File: src/inc/sdbt_pkg.sv
// Shared constants, types and decode helpers for the split dual byte timer.
// Assumes a byte-wide register port and one 40 MHz peripheral clock.
package sdbt_pkg;

   // Register offsets
   localparam logic [3:0] ADDR_CLK   = 4'h0;
   localparam logic [3:0] ADDR_OE    = 4'h1;
   localparam logic [3:0] ADDR_OV    = 4'h2;
   localparam logic [3:0] ADDR_MODE  = 4'h4;
   localparam logic [3:0] ADDR_UIRQ  = 4'h6;
   localparam logic [3:0] ADDR_CIRQ  = 4'h7;
   localparam logic [3:0] ADDR_CMD   = 4'h8;
   localparam logic [3:0] ADDR_FLAGS = 4'hc;

   // Reset values
   localparam logic [7:0] RST_BYTE = 8'h00;
   localparam logic [3:0] RST_NIB  = 4'h0;
   localparam logic [1:0] RST_PAIR = 2'h0;

   // Field positions
   localparam int CLK_MSB   = 3;
   localparam int CMD_MSB   = 3;
   localparam int CMD_LSB   = 2;
   localparam int TGT_MSB   = 1;
   localparam int TGT_LSB   = 0;
   localparam int TGT_LOW   = 0;
   localparam int TGT_HIGH  = 1;
   localparam int MODE_MSB  = 1;
   localparam int UIRQ_MSB  = 3;
   localparam int FLAG_LUNF = 0;
   localparam int FLAG_HUNF = 1;
   localparam int FLAG_CMP  = 4;
   localparam int EV_MSB    = 2;
   localparam int PRE_W     = 10;

   // Clock source codes
   localparam logic [3:0] SEL_OFF  = 4'h0;
   localparam logic [3:0] SEL_DIV1 = 4'h1;

   typedef enum logic [1:0] {
      MODE_NORMAL = 2'b00,
      MODE_UPPER0 = 2'b01,
      MODE_DUAL   = 2'b10,
      MODE_RSVD   = 2'b11
   } sdbt_mode_t;

   typedef enum logic [1:0] {
      CMD_NONE    = 2'b00,
      CMD_RSVD    = 2'b01,
      CMD_RESTART = 2'b10,
      CMD_HRESET  = 2'b11
   } sdbt_cmd_t;

   // Period and compare values of both halves
   typedef struct packed {
      logic [7:0]      low_per;
      logic [7:0]      high_per;
      logic [3:0][7:0] low_cmp;
      logic [3:0][7:0] high_cmp;
   } sdbt_cfg_t;

   // Interrupt requests, level zero means none
   typedef struct packed {
      logic [3:0][1:0] low_cmp;
      logic [1:0]      high_unf;
      logic [1:0]      low_unf;
   } sdbt_irq_t;

   // Prescaler tick mask for codes 1..7: /1 /2 /4 /8 /64 /256 /1024
   function automatic logic [PRE_W-1:0] sdbt_div_mask(input logic [2:0] code);
      case (code)
         3'h2:    sdbt_div_mask = 10'h001;
         3'h3:    sdbt_div_mask = 10'h003;
         3'h4:    sdbt_div_mask = 10'h007;
         3'h5:    sdbt_div_mask = 10'h03f;
         3'h6:    sdbt_div_mask = 10'h0ff;
         3'h7:    sdbt_div_mask = 10'h3ff;
         default: sdbt_div_mask = 10'h000;
      endcase
   endfunction : sdbt_div_mask

   // Request level of a source: its level field while its flag stands
   function automatic logic [1:0] sdbt_gate(input logic [1:0] lvl, input logic flag);
      sdbt_gate = flag ? lvl : 2'h0;
   endfunction : sdbt_gate

endpackage : sdbt_pkg

File: src/hw/sdbt_prescaler.sv
// Clock source selection: prescaled peripheral clock or event channel.
// Assumes event inputs are synchronous one-cycle strobes on ref_clk.
`timescale 1ns/1ps
`default_nettype none
module sdbt_prescaler (
   input  wire logic       ref_clk,
   input  wire logic       rst,
   input  wire logic [3:0] clk_sel,
   input  wire logic [7:0] event_in,
   output logic            tick
);
   import sdbt_pkg::*;

   logic [PRE_W-1:0] div_reg;
   logic [PRE_W-1:0] mask;
   logic             div_tick;
   logic             tick_next;

   // Free running divider shared by the divided codes 1 to 7
   assign mask      = sdbt_div_mask(clk_sel[EV_MSB:0]);
   assign div_tick  = (div_reg & mask) == mask;
   assign tick_next = clk_sel[CLK_MSB] ? event_in[clk_sel[EV_MSB:0]]
                    : (clk_sel != SEL_OFF) && div_tick;

   // Divider and registered tick
   always_ff @(posedge ref_clk) begin
      if (rst) begin
         div_reg <= '0;
         tick    <= 1'b0;
      end else begin
         div_reg <= div_reg + 10'h001;
         tick    <= tick_next;
      end
   end
endmodule : sdbt_prescaler
`default_nettype wire

File: src/hw/sdbt_half_counter.sv
// One eight-bit down counting half with four compare channels.
// Assumes the parent chains halves for 16-bit work through dec_en and wrap_ok.
`timescale 1ns/1ps
`default_nettype none
module sdbt_half_counter (
   input  wire logic            ref_clk,
   input  wire logic            rst,
   input  wire logic            tick,
   input  wire logic            dec_en,
   input  wire logic            wrap_ok,
   input  wire logic            zero_force,
   input  wire logic            restart,
   input  wire logic            timer_off,
   input  wire logic [7:0]      per,
   input  wire logic [3:0][7:0] cmp,
   input  wire logic [3:0]      wave_val,
   output logic      [7:0]      cnt,
   output logic      [3:0]      wave,
   output logic                 unf,
   output logic      [3:0]      cmp_hit
);
   import sdbt_pkg::*;

   logic wrap;

   // Bottom reached while the other half allows a reload
   assign wrap = (cnt == RST_BYTE) && wrap_ok;
   assign unf  = tick && wrap && !zero_force;

   // Count down, reload after bottom on the next clock
   always_ff @(posedge ref_clk) begin
      if (rst || restart) begin
         cnt <= RST_BYTE;
      end else if (tick) begin
         if (zero_force) begin
            cnt <= RST_BYTE;
         end else if (wrap) begin
            cnt <= per;
         end else if (dec_en) begin
            cnt <= cnt - 8'h01;
         end
      end
   end

   // Compare channels: set on match, cleared at bottom, match wins
   genvar i;
   for (i = 0; i < 4; i++) begin : g_ch
      assign cmp_hit[i] = tick && (cnt == cmp[i]);
      always_ff @(posedge ref_clk) begin
         if (rst || restart) begin
            wave[i] <= 1'b0;
         end else if (timer_off) begin
            wave[i] <= wave_val[i];
         end else if (cmp_hit[i]) begin
            wave[i] <= 1'b1;
         end else if (tick && wrap) begin
            wave[i] <= 1'b0;
         end
      end
   end
endmodule : sdbt_half_counter
`default_nettype wire

File: src/hw/sdbt_regs.sv
// Register set and control of the split dual byte timer pair.
// Assumes a byte register port with read data one cycle after the strobe,
// and period and compare values supplied by neighbouring logic.
`timescale 1ns/1ps
`default_nettype none

// Operation
// - Clock code zero stops both halves.
// - Codes 1 to 7 pick clock divided by 1,2,4,8,64,256,1024.
// - Codes with top bit set pick event channel of the low three bits.
// - One clock selection drives both halves alike.
// - Eight enable bits route each compare output over the port value.
// - While stopped, value bits drive the waveform levels directly.
// - Mode 00 is 16-bit, 10 is two byte counters, 11 reserved.
// - Mode 01 zeroes the upper byte after every counter clock.
// - Bits 3:2 set high underflow interrupt level.
// - Bits 1:0 set low underflow interrupt level.
// - Four level pairs enable low compare interrupts D down to A.
// - Command field always reads as zero.
// - Code 10 restarts, 11 hard resets only while stopped.
// - Target field picks low, high or both halves for a command.
// - In mode 10 each half counts down to zero then reloads its period.
// - Restart zeroes the counter and all compare outputs.
// - Underflow flag sets at bottom, clears when its vector runs.
// - Flag register holds compare D..A high, underflows low; write one clears.
module sdbt_regs (
   input  wire logic             ref_clk,
   input  wire logic             rst,
   input  wire logic [3:0]       addr,
   input  wire logic [7:0]       wr_data,
   input  wire logic             wr_en,
   input  wire logic             rd_en,
   output logic      [7:0]       rd_data,
   input  wire logic [7:0]       event_in,
   input  wire sdbt_pkg::sdbt_cfg_t cfg,
   input  wire logic [7:0]       irq_vec_done,
   output logic      [7:0]       wg_out,
   output logic      [7:0]       out_override,
   output logic      [7:0]       low_count,
   output logic      [7:0]       high_count,
   output sdbt_pkg::sdbt_irq_t   irq_req
);
   import sdbt_pkg::*;

   // Software registers
   logic [3:0]  clk_sel_reg;
   logic [7:0]  out_en_reg;
   logic [7:0]  out_val_reg;
   sdbt_mode_t  mode_reg;
   logic [3:0]  unf_lvl_reg;
   logic [7:0]  cmp_lvl_reg;
   logic [1:0]  cmd_tgt_reg;
   logic [7:0]  flags_reg;
   logic [7:0]  flags_next;
   sdbt_irq_t   irq_next;
   logic [7:0]  rd_mux;

   // Write decode
   logic        wr_clk;
   logic        wr_oe;
   logic        wr_ov;
   logic        wr_mode;
   logic        wr_uirq;
   logic        wr_cirq;
   logic        wr_cmd;
   logic        wr_flags;

   // Control decode
   sdbt_cmd_t   cmd_code;
   logic [1:0]  cmd_tgt;
   logic        timer_off;
   logic        dual;
   logic        upper0;
   logic        restart_lo;
   logic        restart_hi;
   logic        hreset_lo;
   logic        hreset_hi;
   logic        clear_lo;
   logic        clear_hi;

   // Counter side
   logic        presc_tick;
   logic        lo_zero;
   logic        hi_zero;
   logic        lo_unf;
   logic        hi_unf;
   logic [3:0]  lo_hit;
   logic [3:0]  lo_wave;
   logic [3:0]  hi_wave;
   logic [7:0]  flag_set;
   logic [7:0]  flag_clr;
   logic [7:0]  hreset_mask;
   logic        ev_pick;

   // Address decode of the write strobe
   assign wr_clk   = wr_en && (addr == ADDR_CLK);
   assign wr_oe    = wr_en && (addr == ADDR_OE);
   assign wr_ov    = wr_en && (addr == ADDR_OV);
   assign wr_mode  = wr_en && (addr == ADDR_MODE);
   assign wr_uirq  = wr_en && (addr == ADDR_UIRQ);
   assign wr_cirq  = wr_en && (addr == ADDR_CIRQ);
   assign wr_cmd   = wr_en && (addr == ADDR_CMD);
   assign wr_flags = wr_en && (addr == ADDR_FLAGS);

   // Mode selection; reserved code 11 behaves as plain 16-bit
   assign dual      = (mode_reg == MODE_DUAL);
   assign upper0    = (mode_reg == MODE_UPPER0);
   assign timer_off = (clk_sel_reg == SEL_OFF);

   // Commands act only in the write cycle; the code itself is not kept
   assign cmd_code   = sdbt_cmd_t'(wr_data[CMD_MSB:CMD_LSB]);
   assign cmd_tgt    = wr_data[TGT_MSB:TGT_LSB];
   assign restart_lo = wr_cmd && (cmd_code == CMD_RESTART)
                       && cmd_tgt[TGT_LOW];
   assign restart_hi = wr_cmd && (cmd_code == CMD_RESTART)
                       && cmd_tgt[TGT_HIGH];
   assign hreset_lo  = wr_cmd && (cmd_code == CMD_HRESET)
                       && cmd_tgt[TGT_LOW] && timer_off;
   assign hreset_hi  = wr_cmd && (cmd_code == CMD_HRESET)
                       && cmd_tgt[TGT_HIGH] && timer_off;
   assign clear_lo   = restart_lo || hreset_lo;
   assign clear_hi   = restart_hi || hreset_hi;

   // Shared clock source for both halves
   sdbt_prescaler u_presc (
      .ref_clk  (ref_clk),
      .rst      (rst),
      .clk_sel  (clk_sel_reg),
      .event_in (event_in),
      .tick     (presc_tick)
   );

   // Chaining: in 16-bit work the high half borrows from the low half
   assign lo_zero = (low_count == RST_BYTE);
   assign hi_zero = (high_count == RST_BYTE);

   sdbt_half_counter u_low (
      .ref_clk    (ref_clk),
      .rst        (rst),
      .tick       (presc_tick),
      .dec_en     (1'b1),
      .wrap_ok    (dual || upper0 || hi_zero),
      .zero_force (1'b0),
      .restart    (clear_lo),
      .timer_off  (timer_off),
      .per        (cfg.low_per),
      .cmp        (cfg.low_cmp),
      .wave_val   (out_val_reg[3:0]),
      .cnt        (low_count),
      .wave       (lo_wave),
      .unf        (lo_unf),
      .cmp_hit    (lo_hit)
   );

   sdbt_half_counter u_high (
      .ref_clk    (ref_clk),
      .rst        (rst),
      .tick       (presc_tick),
      .dec_en     (dual || lo_zero),
      .wrap_ok    (dual || lo_zero),
      .zero_force (upper0),
      .restart    (clear_hi),
      .timer_off  (timer_off),
      .per        (cfg.high_per),
      .cmp        (cfg.high_cmp),
      .wave_val   (out_val_reg[7:4]),
      .cnt        (high_count),
      .wave       (hi_wave),
      .unf        (hi_unf),
      .cmp_hit    ()
   );

   // Flag update: hardware set wins over any clear in the same cycle
   assign flag_set    = {lo_hit, 2'b00, hi_unf, lo_unf};
   assign hreset_mask = {{4{hreset_lo}}, 2'b00, hreset_hi, hreset_lo};
   assign flag_clr    = (wr_flags ? wr_data : RST_BYTE)
                        | irq_vec_done | hreset_mask;
   assign flags_next  = (flags_reg & ~flag_clr) | flag_set;

   // Interrupt requests follow the stored flags
   assign irq_next.low_unf  = sdbt_gate(unf_lvl_reg[1:0], flags_reg[FLAG_LUNF]);
   assign irq_next.high_unf = sdbt_gate(unf_lvl_reg[3:2], flags_reg[FLAG_HUNF]);
   genvar c;
   for (c = 0; c < 4; c++) begin : g_cirq
      assign irq_next.low_cmp[c] = sdbt_gate(cmp_lvl_reg[2*c+1 -: 2],
                                             flags_reg[FLAG_CMP+c]);
   end

   // Read selection; unmapped offsets read zero
   assign rd_mux = (addr == ADDR_CLK)   ? {RST_NIB, clk_sel_reg}
                 : (addr == ADDR_OE)    ? out_en_reg
                 : (addr == ADDR_OV)    ? out_val_reg
                 : (addr == ADDR_MODE)  ? {6'h00, mode_reg}
                 : (addr == ADDR_UIRQ)  ? {RST_NIB, unf_lvl_reg}
                 : (addr == ADDR_CIRQ)  ? cmp_lvl_reg
                 : (addr == ADDR_CMD)   ? {6'h00, cmd_tgt_reg}
                 : (addr == ADDR_FLAGS) ? flags_reg
                 : RST_BYTE;

   // Control registers; reserved bits are not stored and read zero
   always_ff @(posedge ref_clk) begin
      if (rst) begin
         clk_sel_reg <= SEL_OFF;
         out_en_reg  <= RST_BYTE;
         out_val_reg <= RST_BYTE;
         mode_reg    <= MODE_NORMAL;
         unf_lvl_reg <= RST_NIB;
         cmp_lvl_reg <= RST_BYTE;
         cmd_tgt_reg <= RST_PAIR;
      end else begin
         if (wr_clk)  clk_sel_reg <= wr_data[CLK_MSB:0];
         if (wr_oe)   out_en_reg  <= wr_data;
         if (wr_ov)   out_val_reg <= wr_data;
         if (wr_mode) mode_reg    <= sdbt_mode_t'(wr_data[MODE_MSB:0]);
         if (wr_uirq) unf_lvl_reg <= wr_data[UIRQ_MSB:0];
         if (wr_cirq) cmp_lvl_reg <= wr_data;
         if (wr_cmd)  cmd_tgt_reg <= cmd_tgt;
      end
   end

   // Flags, read data and registered outputs
   always_ff @(posedge ref_clk) begin
      if (rst) begin
         flags_reg    <= RST_BYTE;
         rd_data      <= RST_BYTE;
         wg_out       <= RST_BYTE;
         out_override <= RST_BYTE;
         irq_req      <= '0;
      end else begin
         flags_reg    <= flags_next;
         rd_data      <= rd_en ? rd_mux : RST_BYTE;
         wg_out       <= {hi_wave, lo_wave};
         out_override <= out_en_reg;
         irq_req      <= irq_next;
      end
   end

   // Checks
   assign ev_pick = event_in[clk_sel_reg[EV_MSB:0]];

   chk_off_no_tick: assert property (
      @(posedge ref_clk) disable iff (rst)
      (clk_sel_reg == SEL_OFF) |=> !presc_tick)
      else $error("timer ticked while clock source is off");

   chk_div1_tick: assert property (
      @(posedge ref_clk) disable iff (rst)
      (clk_sel_reg == SEL_DIV1) |=> presc_tick)
      else $error("undivided clock source missed a tick");

   chk_event_clock: assert property (
      @(posedge ref_clk) disable iff (rst)
      clk_sel_reg[CLK_MSB] |=> (presc_tick == $past(ev_pick)))
      else $error("event clock does not follow the chosen channel");

   chk_cmd_reads_zero: assert property (
      @(posedge ref_clk) disable iff (rst)
      (rd_en && addr == ADDR_CMD) |=> (rd_data[CMD_MSB:CMD_LSB] == 2'b00))
      else $error("command field read back nonzero");

   chk_restart_clears: assert property (
      @(posedge ref_clk) disable iff (rst)
      restart_lo |=> (low_count == RST_BYTE) ##1 (wg_out[3:0] == 4'h0))
      else $error("restart did not clear the low half");

   chk_upper_zeroed: assert property (
      @(posedge ref_clk) disable iff (rst)
      (upper0 && presc_tick && !clear_hi) |=> (high_count == RST_BYTE))
      else $error("upper byte not zeroed in upper zero mode");

   chk_unf_flag_sets: assert property (
      @(posedge ref_clk) disable iff (rst)
      lo_unf |=> flags_reg[FLAG_LUNF])
      else $error("low underflow did not set its flag");

   chk_flag_w1c: assert property (
      @(posedge ref_clk) disable iff (rst)
      (wr_flags && wr_data[FLAG_HUNF] && !hi_unf) |=> !flags_reg[FLAG_HUNF])
      else $error("write one did not clear the high underflow flag");

   chk_irq_level: assert property (
      @(posedge ref_clk) disable iff (rst)
      flags_reg[FLAG_LUNF]
      |=> (irq_req.low_unf == $past(unf_lvl_reg[1:0])))
      else $error("low underflow request level wrong");

   chk_hreset_guard: assert property (
      @(posedge ref_clk) disable iff (rst)
      (wr_cmd && cmd_code == CMD_HRESET && cmd_tgt[TGT_LOW] && !timer_off
       && flags_reg[FLAG_LUNF] && !irq_vec_done[FLAG_LUNF])
      |=> flags_reg[FLAG_LUNF])
      else $error("hard reset accepted while running");

   // A stopped half must not move, so a reload is only seen on a tick
   chk_low_reload: assert property (
      @(posedge ref_clk) disable iff (rst)
      (presc_tick && lo_zero && (dual || upper0 || hi_zero) && !clear_lo)
      |=> (low_count == $past(cfg.low_per)))
      else $error("low half did not reload its period");

   chk_low_count_down: assert property (
      @(posedge ref_clk) disable iff (rst)
      (presc_tick && !lo_zero && !clear_lo) |=> (low_count == $past(low_count) - 8'h01))
      else $error("low half did not count down");

   chk_off_wave_value: assert property (
      @(posedge ref_clk) disable iff (rst)
      (timer_off && !clear_lo && !clear_hi) |-> ##2 (wg_out == $past(out_val_reg, 2)))
      else $error("stopped waveform does not follow the value bits");

   chk_override_copy: assert property (
      @(posedge ref_clk) disable iff (rst)
      wr_oe |-> ##2 (out_override == $past(wr_data, 2)))
      else $error("output enable not passed to the override");

   chk_cmp_flag_sets: assert property (
      @(posedge ref_clk) disable iff (rst)
      lo_hit[0] |=> flags_reg[FLAG_CMP])
      else $error("compare match did not set its flag");

   chk_vector_clears: assert property (
      @(posedge ref_clk) disable iff (rst)
      (irq_vec_done[FLAG_LUNF] && !lo_unf) |=> !flags_reg[FLAG_LUNF])
      else $error("vector done did not clear the low underflow flag");

   chk_high_irq_level: assert property (
      @(posedge ref_clk) disable iff (rst)
      flags_reg[FLAG_HUNF] |=> (irq_req.high_unf == $past(unf_lvl_reg[3:2])))
      else $error("high underflow request level wrong");

   chk_level_zero_off: assert property (
      @(posedge ref_clk) disable iff (rst)
      (unf_lvl_reg[3:2] == 2'h0) |=> (irq_req.high_unf == 2'h0))
      else $error("disabled high underflow still requests");

   chk_cmp_irq_level: assert property (
      @(posedge ref_clk) disable iff (rst)
      flags_reg[FLAG_CMP+3] |=> (irq_req.low_cmp[3] == $past(cmp_lvl_reg[7:6])))
      else $error("compare D request level wrong");

   chk_restart_high: assert property (
      @(posedge ref_clk) disable iff (rst)
      restart_hi |=> (high_count == RST_BYTE) ##1 (wg_out[7:4] == 4'h0))
      else $error("restart did not clear the high half");

endmodule : sdbt_regs
`default_nettype wire

File: config.mk
export PLATFORM = sky130hd
export DESIGN_NAME = sdbt_regs
export DESIGN_NICKNAME = d
export VERILOG_FILES = /design/src/inc/sdbt_pkg.sv /design/src/hw/sdbt_prescaler.sv /design/src/hw/sdbt_half_counter.sv /design/src/hw/sdbt_regs.sv
export SDC_FILE = /design/constraint.sdc
export NUM_CORES = 1
export LEC_CHECK = 0
export BUFFER_PORTS_ARGS = -buffer_cell sky130_fd_sc_hd__buf_2
export CORE_UTILIZATION = 45
export CTS_BUF_LIST = sky130_fd_sc_hd__clkbuf_16
export DETAILED_ROUTE_END_ITERATION = 12
export PLACE_DENSITY = 0.8
export SYNTH_ARGS = -nofsm -noshare
export SYNTH_HDL_FRONTEND = slang
export SYNTH_SLANG_ARGS = --single-unit
export TNS_END_PERCENT = 1
File: constraint.sdc
create_clock -name ref_clk -period 3.1 [get_ports ref_clk]
set_clock_uncertainty 0.2 [all_clocks]
set_input_delay 0.31 -clock ref_clk [delete_from_list [all_inputs] [get_ports ref_clk]]
set_output_delay 0.31 -clock ref_clk [all_outputs]
set_load 0.05 [all_outputs]
* Yosys cells after proc, flatten, opt, wreduce, memory -nomap -nowiden
Cells that the tools add are included.
** Storage, ports and cells
- Register bits :: 115
- Input bits :: 112
- Logic and storage cells :: 169
** Operators by class
- $add $sub $neg :: 3
- Order comparisons :: 1
- Equal/unequal tests :: 26
- Mux-type cells :: 35
- Bitwise logic cells :: 13
- Reduce and logical (&&, ||, !) cells :: 61
** Operators with widths (count)
- $mux W8 :: 12
- $eq A8 B8 Y1 :: 8
- $pmux W10 S6 :: 1
- $logic_and A1 B1 Y1 :: 30
- $reduce_bool A3 Y1 :: 9
- $or A8 B8 Y8 :: 3
- $mux W1 :: 20
- $logic_not A8 Y1 :: 2
- $sub A8 B1 Y8 const B :: 2
- $reduce_or A2 Y1 :: 7
- $eq A3 B3 Y1 const B :: 4
- $eq A4 B3 Y1 const B :: 3
- $add A10 B1 Y10 const B :: 1
- $and A10 B10 Y10 :: 1
- $eq A10 B10 Y1 :: 1
- $and A8 B8 Y8 :: 1
- $eq A4 B4 Y1 const B :: 2
- $logic_not A4 Y1 :: 2
- $not A8 Y8 :: 1
- $logic_or A1 B1 Y1 :: 7
- $not A1 Y1 :: 7
- $eq A2 B2 Y1 const B :: 3
- $eq A3 B2 Y1 const B :: 2
- $eq A4 B1 Y1 const B :: 1
- 9 further kinds :: 9

* Depth between registers and ports, before layout
Gate-level depths: netlist of the first run.
- Depth after elaboration :: 9
- Depth in mapped cells :: 9

* By module
Synthesis of the first run repeated with hierarchy kept, for this count alone.
** Unflattened totals
- Cells, all modules :: 739
- Area, all modules :: 6341.1 um2
** By module, submodules not included
- sdbt_regs :: times used 1, cells each 372, area each 3379.5 um2
- sdbt_half_counter :: times used 2, cells each 154, area each 1209.9 um2
- sdbt_prescaler :: times used 1, cells each 59, area each 541.8 um2

* Worst setup path before layout of the first run
No wires, ideal clock.
- Path kind :: register to register
- Start :: reg u_high.cnt[0]
- End :: reg u_high.cnt[7]
- Setup time :: 0.117 ns
- Arrival :: 2.265 ns
- Data required time :: 2.783 ns
- Setup slack :: 0.518 ns
- Cell stages (with the launch flop) :: 9
- Buffers on the path :: 1
- Clock period less this slack :: 2.582 ns
- Cell sequence :: dfxtp_1 > clkbuf_1 > inv_1 > ha_1 > nor3b_1 > nand2_2 > nor2_2 > mux2_2 > a32o_1
** Between the ends
- Word-level cells in the longest chain between the ends :: 4
** Ends and longest elaborated chain
- from (decl) :: RTL line sdbt_half_counter.sv:17 : output logic [7:0] cnt,
- from (signal assigned) :: RTL line sdbt_half_counter.sv:38 : cnt <= per;
- from (signal assigned) :: RTL line sdbt_half_counter.sv:40 : cnt <= cnt - 8'h01;
- $sub A8 B1 Y8 or $logic_not A8 Y1 (tied branches) :: RTL line sdbt_half_counter.sv:40, sdbt_half_counter.sv:27
- $mux W8 or $logic_and A1 B1 Y1 (tied branches) :: RTL line sdbt_half_counter.sv:39, sdbt_half_counter.sv:27
- $mux W8 or $reduce_bool A3 Y1 (tied branches)
- $mux W8 or $reduce_and A2 Y1 (tied branches)
Parallel ways exist; a longest one is shown, timed or not. The select of a mux whose other input is x is not followed.
A chain may end at the register's enable or synchronous reset.

* Worst setup path after layout of the first run
Ends and elaborated chain as after synthesis.

==> results of run 1 <==
==> cell usage after synthesis (6+ instances only) <==
cell,n
dfxtp_1,115
nand2_1,58
nor2_1,52
xor2_1,46
a21oi_1,43
nand3_1,33
clkbuf_1,27
o21ai_0,26
xnor2_1,26
mux2i_1,22
nor2b_1,21
nor3_1,16
a31oi_1,13
inv_1,13
and3b_1,12
buf_2,12
nand4_1,11
nor4_1,11
and3_1,7
a22o_1,6
a32o_1,6
buf_6,6
ha_1,6
==> per-layer routing <==
layer / vias to the layer above / track usage, %
li1: 2678 / -
met1: 2619 / 31.4
met2: 274 / 41.7
met3: 35 / 6.33
met4: 0 / 10.8
met5: - / 0
==> cell type report <==
type                            count  area [µm²]  share of cell area (%)
Clock buffer                       17         425                    5.69
Clock inverter                     15         180                    2.41
Timing Repair Buffer              184        1020                    13.7
Inverter                           13        48.8                   0.653
Multi-Input combinational cell    490        3280                    43.9
Tap cell                          172         215                    2.88
Sequential cell                   115        2300                    30.8
==> where the power goes <==
part / total [µW] / switching [µW] / leakage, µW / internal (µW)
clock: 1990 / 728 / 0.000282 / 1270
sequential: 1530 / 32.0 / 0.000928 / 1500
combinational: 468 / 267 / 0.00208 / 202
total: 4000 / 1030 / 0.00329 / 2970
==> worst min-delay path, cell delays in order <==
cell	delay, ps
buf_2	100
nand4b_1	110
a21oi_1	60
==> worst max-delay path by stage <==
stage / slack, ps / endpoint / cells past startpoint / startpoint
after floorplan: 520 / u_high.cnt[7] / 8 / u_high.cnt[0]
final: 550 / u_high.cnt[7] / 7 / u_high.cnt[0]
after global placement: 700 / u_high.cnt[7] / 7 / u_high.cnt[0]
after global routing: 410 / u_high.cnt[7] / 7 / u_high.cnt[0]
after detailed placement: 620 / u_high.cnt[7] / 7 / u_high.cnt[0]
after CTS: 580 / u_high.cnt[7] / 7 / u_high.cnt[0]
==> repair_timing <==
item,4_1_cts,5_1_grt
hold endpoints to repair,17,0
endpoints found under the setup margin,0,0
hold buffers,15,0
==> stage by stage <==
stage / setup WS, ps / cells / area, µm² / power [µW] / util, %
finish: 551 / 1006 / 7470 / 4000 / 59.0
floorplan: 518 / 667 / 5890 / 1860 / -
global placement: 699 / 959 / 6720 / 2010 / 53.0
global route: 407 / 1006 / 7470 / 4130 / 59.0
CTS: 583 / 1006 / 7470 / 4000 / 59.0
detailed placement: 623 / 959 / 6720 / 2010 / 53.0
==> cell families after synthesis <==
family / synth area share (%)
buffers and inverters: 5.23
multiplexers: 5.27
adder cells (fa/ha/maj): 1.27
AO/OA/AOI/OAI: 15.0
flip-flops: 39.1
XOR/XNOR: 10.7
AND/OR/NAND/NOR: 23.5
==> out/metrics.yaml, run 1 <==
outcome: "finished clean"
dr_wl_met2_um: 8050
synth_edf_count: 0
cp_slowest_cell: "dfxtp_1"
crit_arrival_ps: 2650
slew_violations: 0
grt_overflow: 0
crit_required_ps: 3200
largest_register_ffs: 12
rrSetupSlack_ps: 550
synth_cell_types: 64
core_area_um2: 12700
end_kind: "flop"
synth_ff_type: "dfxtp_1"
start_kind: "flop"
crit_fanout: 10
vdd_drop_max_v: 0.000353
grt.total_usage_pct: 25.3
clock-sinks: 115
syn_to_final_growth_pct: 26.9
yosysSeqAreaShare_pct: 39.1
maxUsedRoutingLayer: "met4"
r2r_end: "u_high.cnt[7]"
timing.rr.start: "u_high.cnt[0]"
drtAntennaViolNets: 0
setup_viol: 0
drv_cap: 0
hp-start: "irq_vec_done[0]"
final_common_cell: "buf_2"
finalWirelength_um: 16500
crit_family: "simple AND/OR/NAND/NOR gates"
fin_crit_sh_pct: 82.2
synth_fp_nets: 785
holdPathStages: 3
clk_pin_slew_worst_paths_ps: 60
pin_count: 164
grt_pass1_wl_um: 26100
rows: 41
antenna_found_initial: 0
wl_met3_um: 1270
reg2reg_depth: 7
syn_area_per_cell_um2: 8.83
met1_length_um: 6780
fmax_mhz: 392
wl_per_cell_um: 16.4
setup_tns_ps: 0
initial_core_util_pct: 46.5
grt_start_max_net_pins: 47
synth_area_leaders: "dfxtp_1 (39%), xor2_1 (6.8%), xnor2_1 (3.9%)"
fill_cells: 1098
design.die.area_um2: 13500
gp_congestion: 0.886
avgViaCountPerCell: 5.57
async_reset_ff_share_pct: 0
layout_common_cells: "buf_2 (163), dfxtp_1 (115), nand2_1 (58), nor2_1 (52), xor2_1 (46)"
cts_tree: "built"
yosys.area.top_type: "dfxtp_1"
post_cts_buffers: 0
holdWs_ps: 16.8
drive_gt1_share_pct: 26.6
power_density_nw_per_um2: 535
io_buffer_count: 163
antennaDiodeCount: 0
htree_levels: 4
cts-root-buf: "clkbuf_16"
rsz0062_at_grt: "false"
firstDrtPassIters: 7
grt_pass1_vias: 5250
min_path_type: "in2reg"
syn_area_um2: 5890
dp_hpwl_um: 11800
worst_pin_slew_ps: 807
layout.nets: 939
fp.dieH_um: 116
cts_buffers: 17
crit_buf_inv: 1
fp.dieW_um: 116
drc: 0
path_class: "reg2reg"
yosysTopAreaCellShare_pct: 39.1
slowest_delay_ps: 430
relSlewSlack_pct: 45.8
yosysWarningCount: 0
min_to: "flags_reg[0]"
period_minus_slack_ps: 2550
synth_seq_cells: 115
clk_latency_ps: 410
synthCells: 667
hold_viol: 0
clk_path_buf_depth: 2
p_leak_uw: 0.00329
dr_total_vias: 5606
worstPathCellList: "inv_1, ha_1, nor3b_1, nand2_2, nor2_2, mux2_2, a32o_1"
ctsResizeCount: 0
drt_iter0_drc: 437
Power figures use the tool's default switching activity.
==> inputs of run 2 (changes only) <==
Settings changed: PLACE_DENSITY 0.8 to 0.83.
Clock period 3.1 ns to 2.2 ns, I/O delays scaled along.
==> run 2 against run 1 <==
Net effect:
- total power up 45%
- sequential cell count did not move
- via count rose by 3.1%
- critical path type unchanged
- largest power group unchanged
- highest routed layer unchanged
==> out/metrics.yaml, run 2 (synthesized netlist as in run 1, its figures left out) <==
cts_tree: "built"
avgViaCountPerCell: 5.45
vdd_drop_max_v: 0.000503
min_to: "u_low.cnt[0]"
combPwrFrac_pct: 13.5
place_area_um2: 6980
p_int_uw: 4350
antenna_found_initial: 1
clk_latency_ps: 420
drt_iter0_drc: 409
slew_violations: 0
setup_viol: 0
pwr-share-clk_pct: 49.6
clock-sinks: 115
start_kind: "flop"
drv_cap: 0
rows: 41
post-route-cell-area_um2: 7970
layout_common_cells: "buf_2 (163), dfxtp_1 (111), nand2_1 (58), nor2_1 (52), xor2_1 (46)"
final_common_cell: "buf_2"
clk_pin_slew_worst_paths_ps: 60
power_density_nw_per_um2: 727
core_area_um2: 12700
reg2reg_depth: 5
p_seq_share_pct: 36.9
hp-start: "cfg[72]"
drc: 0
clk_path_buf_depth: 2
io_buffer_count: 163
htree_levels: 4
worst_pin_slew_ps: 736
drive_gt1_share_pct: 29.6
fmax_mhz: 473
timing.rr.start: "clk_sel_reg[0]"
period_minus_slack_ps: 2110
grt.total_usage_pct: 26.5
drtAntennaViolNets: 0
syn_to_final_growth_pct: 35.3
crit_required_ps: 2280
p_leak_uw: 0.00358
rsz0062_at_grt: "false"
largest_register_ffs: 12
grt_start_max_net_pins: 29
crit_fanout: 9
rrSetupSlack_ps: 90
firstDrtPassIters: 5
path_class: "reg2reg"
pin_count: 164
r2r_end: "flags_reg[0]"
gp_congestion: 0.900
grt_pass1_wl_um: 27200
dr_total_vias: 5780
fp.dieH_um: 116
setup_tns_ps: 0
switchingPower_uw: 1440
crit_arrival_ps: 2200
finalWirelength_um: 17300
wl_per_cell_um: 16.3
grt_pass1_vias: 5545
p_sw_share_pct: 24.9
fp.dieW_um: 116
outcome: "finished clean"
initial_core_util_pct: 46.5
cts-root-buf: "clkbuf_16"
cts_buffers: 17
holdPathStages: 3
layout.nets: 993
hold_viol: 0
end_kind: "flop"
fin_crit_sh_pct: 96.1
min_path_type: "in2reg"
dp_hpwl_um: 12300
grt_overflow: 0
relSlewSlack_pct: 50.5
design.die.area_um2: 13500
[run 2: cell types whose count changed in the layout (fill, tap and decap cells not counted), sizes merged]
cell / previous run / this run
buf: 169 / 205
dlygate4sd3: 15 / 33
clkinv: 5 / 7
clkinvlp: 4 / 1
bufinv: 3 / 4
diode: 0 / 1
[run 2: power groups by stage]
| stage | registers, µW | clock network, µW | logic, µW |
|---|---|---|---|
| final | 2140 | 2870 | 780 |
| after detailed placement | 2180 | 0 | 692 |
| after CTS | 2140 | 2890 | 740 |
| after floorplan | 2220 | 0 | 417 |
| after global placement | 2180 | 0 | 683 |
| after global routing | 2140 | 2980 | 841 |
[run 2: worst max path at each step]
stage / startpoint / to / slack [ps] / cells past startpoint
floorplan: u_high.cnt[3] / u_high.cnt[7] / 7 / 6
global placement: u_high.cnt[0] / u_high.cnt[7] / 150 / 7
detailed placement: u_high.cnt[0] / u_high.cnt[7] / 110 / 7
CTS: u_high.cnt[0] / u_high.cnt[5] / 50 / 7
global route: u_low.cnt[0] / u_low.cnt[7] / 6 / 6
finish: clk_sel_reg[0] / flags_reg[0] / 90 / 5
[run 2: final cells by class]
class / count / area, µm²
inverter: 13 / 48.8
fill: 1057 / 4700
tap: 172 / 215
clock buffer: 17 / 425
timing repair buffer: 238 / 1460
multi-input combinational: 490 / 3310
sequential: 115 / 2310
antenna: 1 / 2.50
clock inverter: 15 / 191
[run 2: repair_timing]
item / CTS / global route
endpoints found under the setup margin: 0 / 4
hold buffers: 33 / 0
hold endpoints to repair: 45 / 0
gates resized for setup: 0 / 1
setup buffers: 0 / 4
[run 2: critical path, cell delays in order (launching register included)]
cell and delay [ps]:
dfxtp_1 300, buf_4 180, nor4_1 670, nand4_1 360
nand4b_1 190, a21oi_1 80
[run 2: per-stage QoR]
step | hold slack (ps) | power [µW] | instances | setup slack [ps] | utilization (%)
finish | 9.08 | 5790 | 1061 | 85.6 | 62.9
global route | 31.3 | 5960 | 1061 | 6.36 | 62.9
CTS | 5.82 | 5770 | 1056 | 54.2 | 62.6
detailed placement | 234 | 2880 | 991 | 106 | 55.1
global placement | 221 | 2870 | 991 | 152 | 55.1
floorplan | 107 | 2640 | 667 | 6.88 | -
[run 2: metal layers]
metal | wire length (µm) | share of wire, % | global-route usage [%] | up-vias
met5 | 0 | 0 | 0 | -
met3 | 1090 | 6.3 | 6.07 | 46
li1 | - | - | - | 2782
met1 | 7290 | 42 | 31.6 | 2720
met4 | 565 | 3.3 | 13.2 | 0
met2 | 8310 | 48 | 44.6 | 232
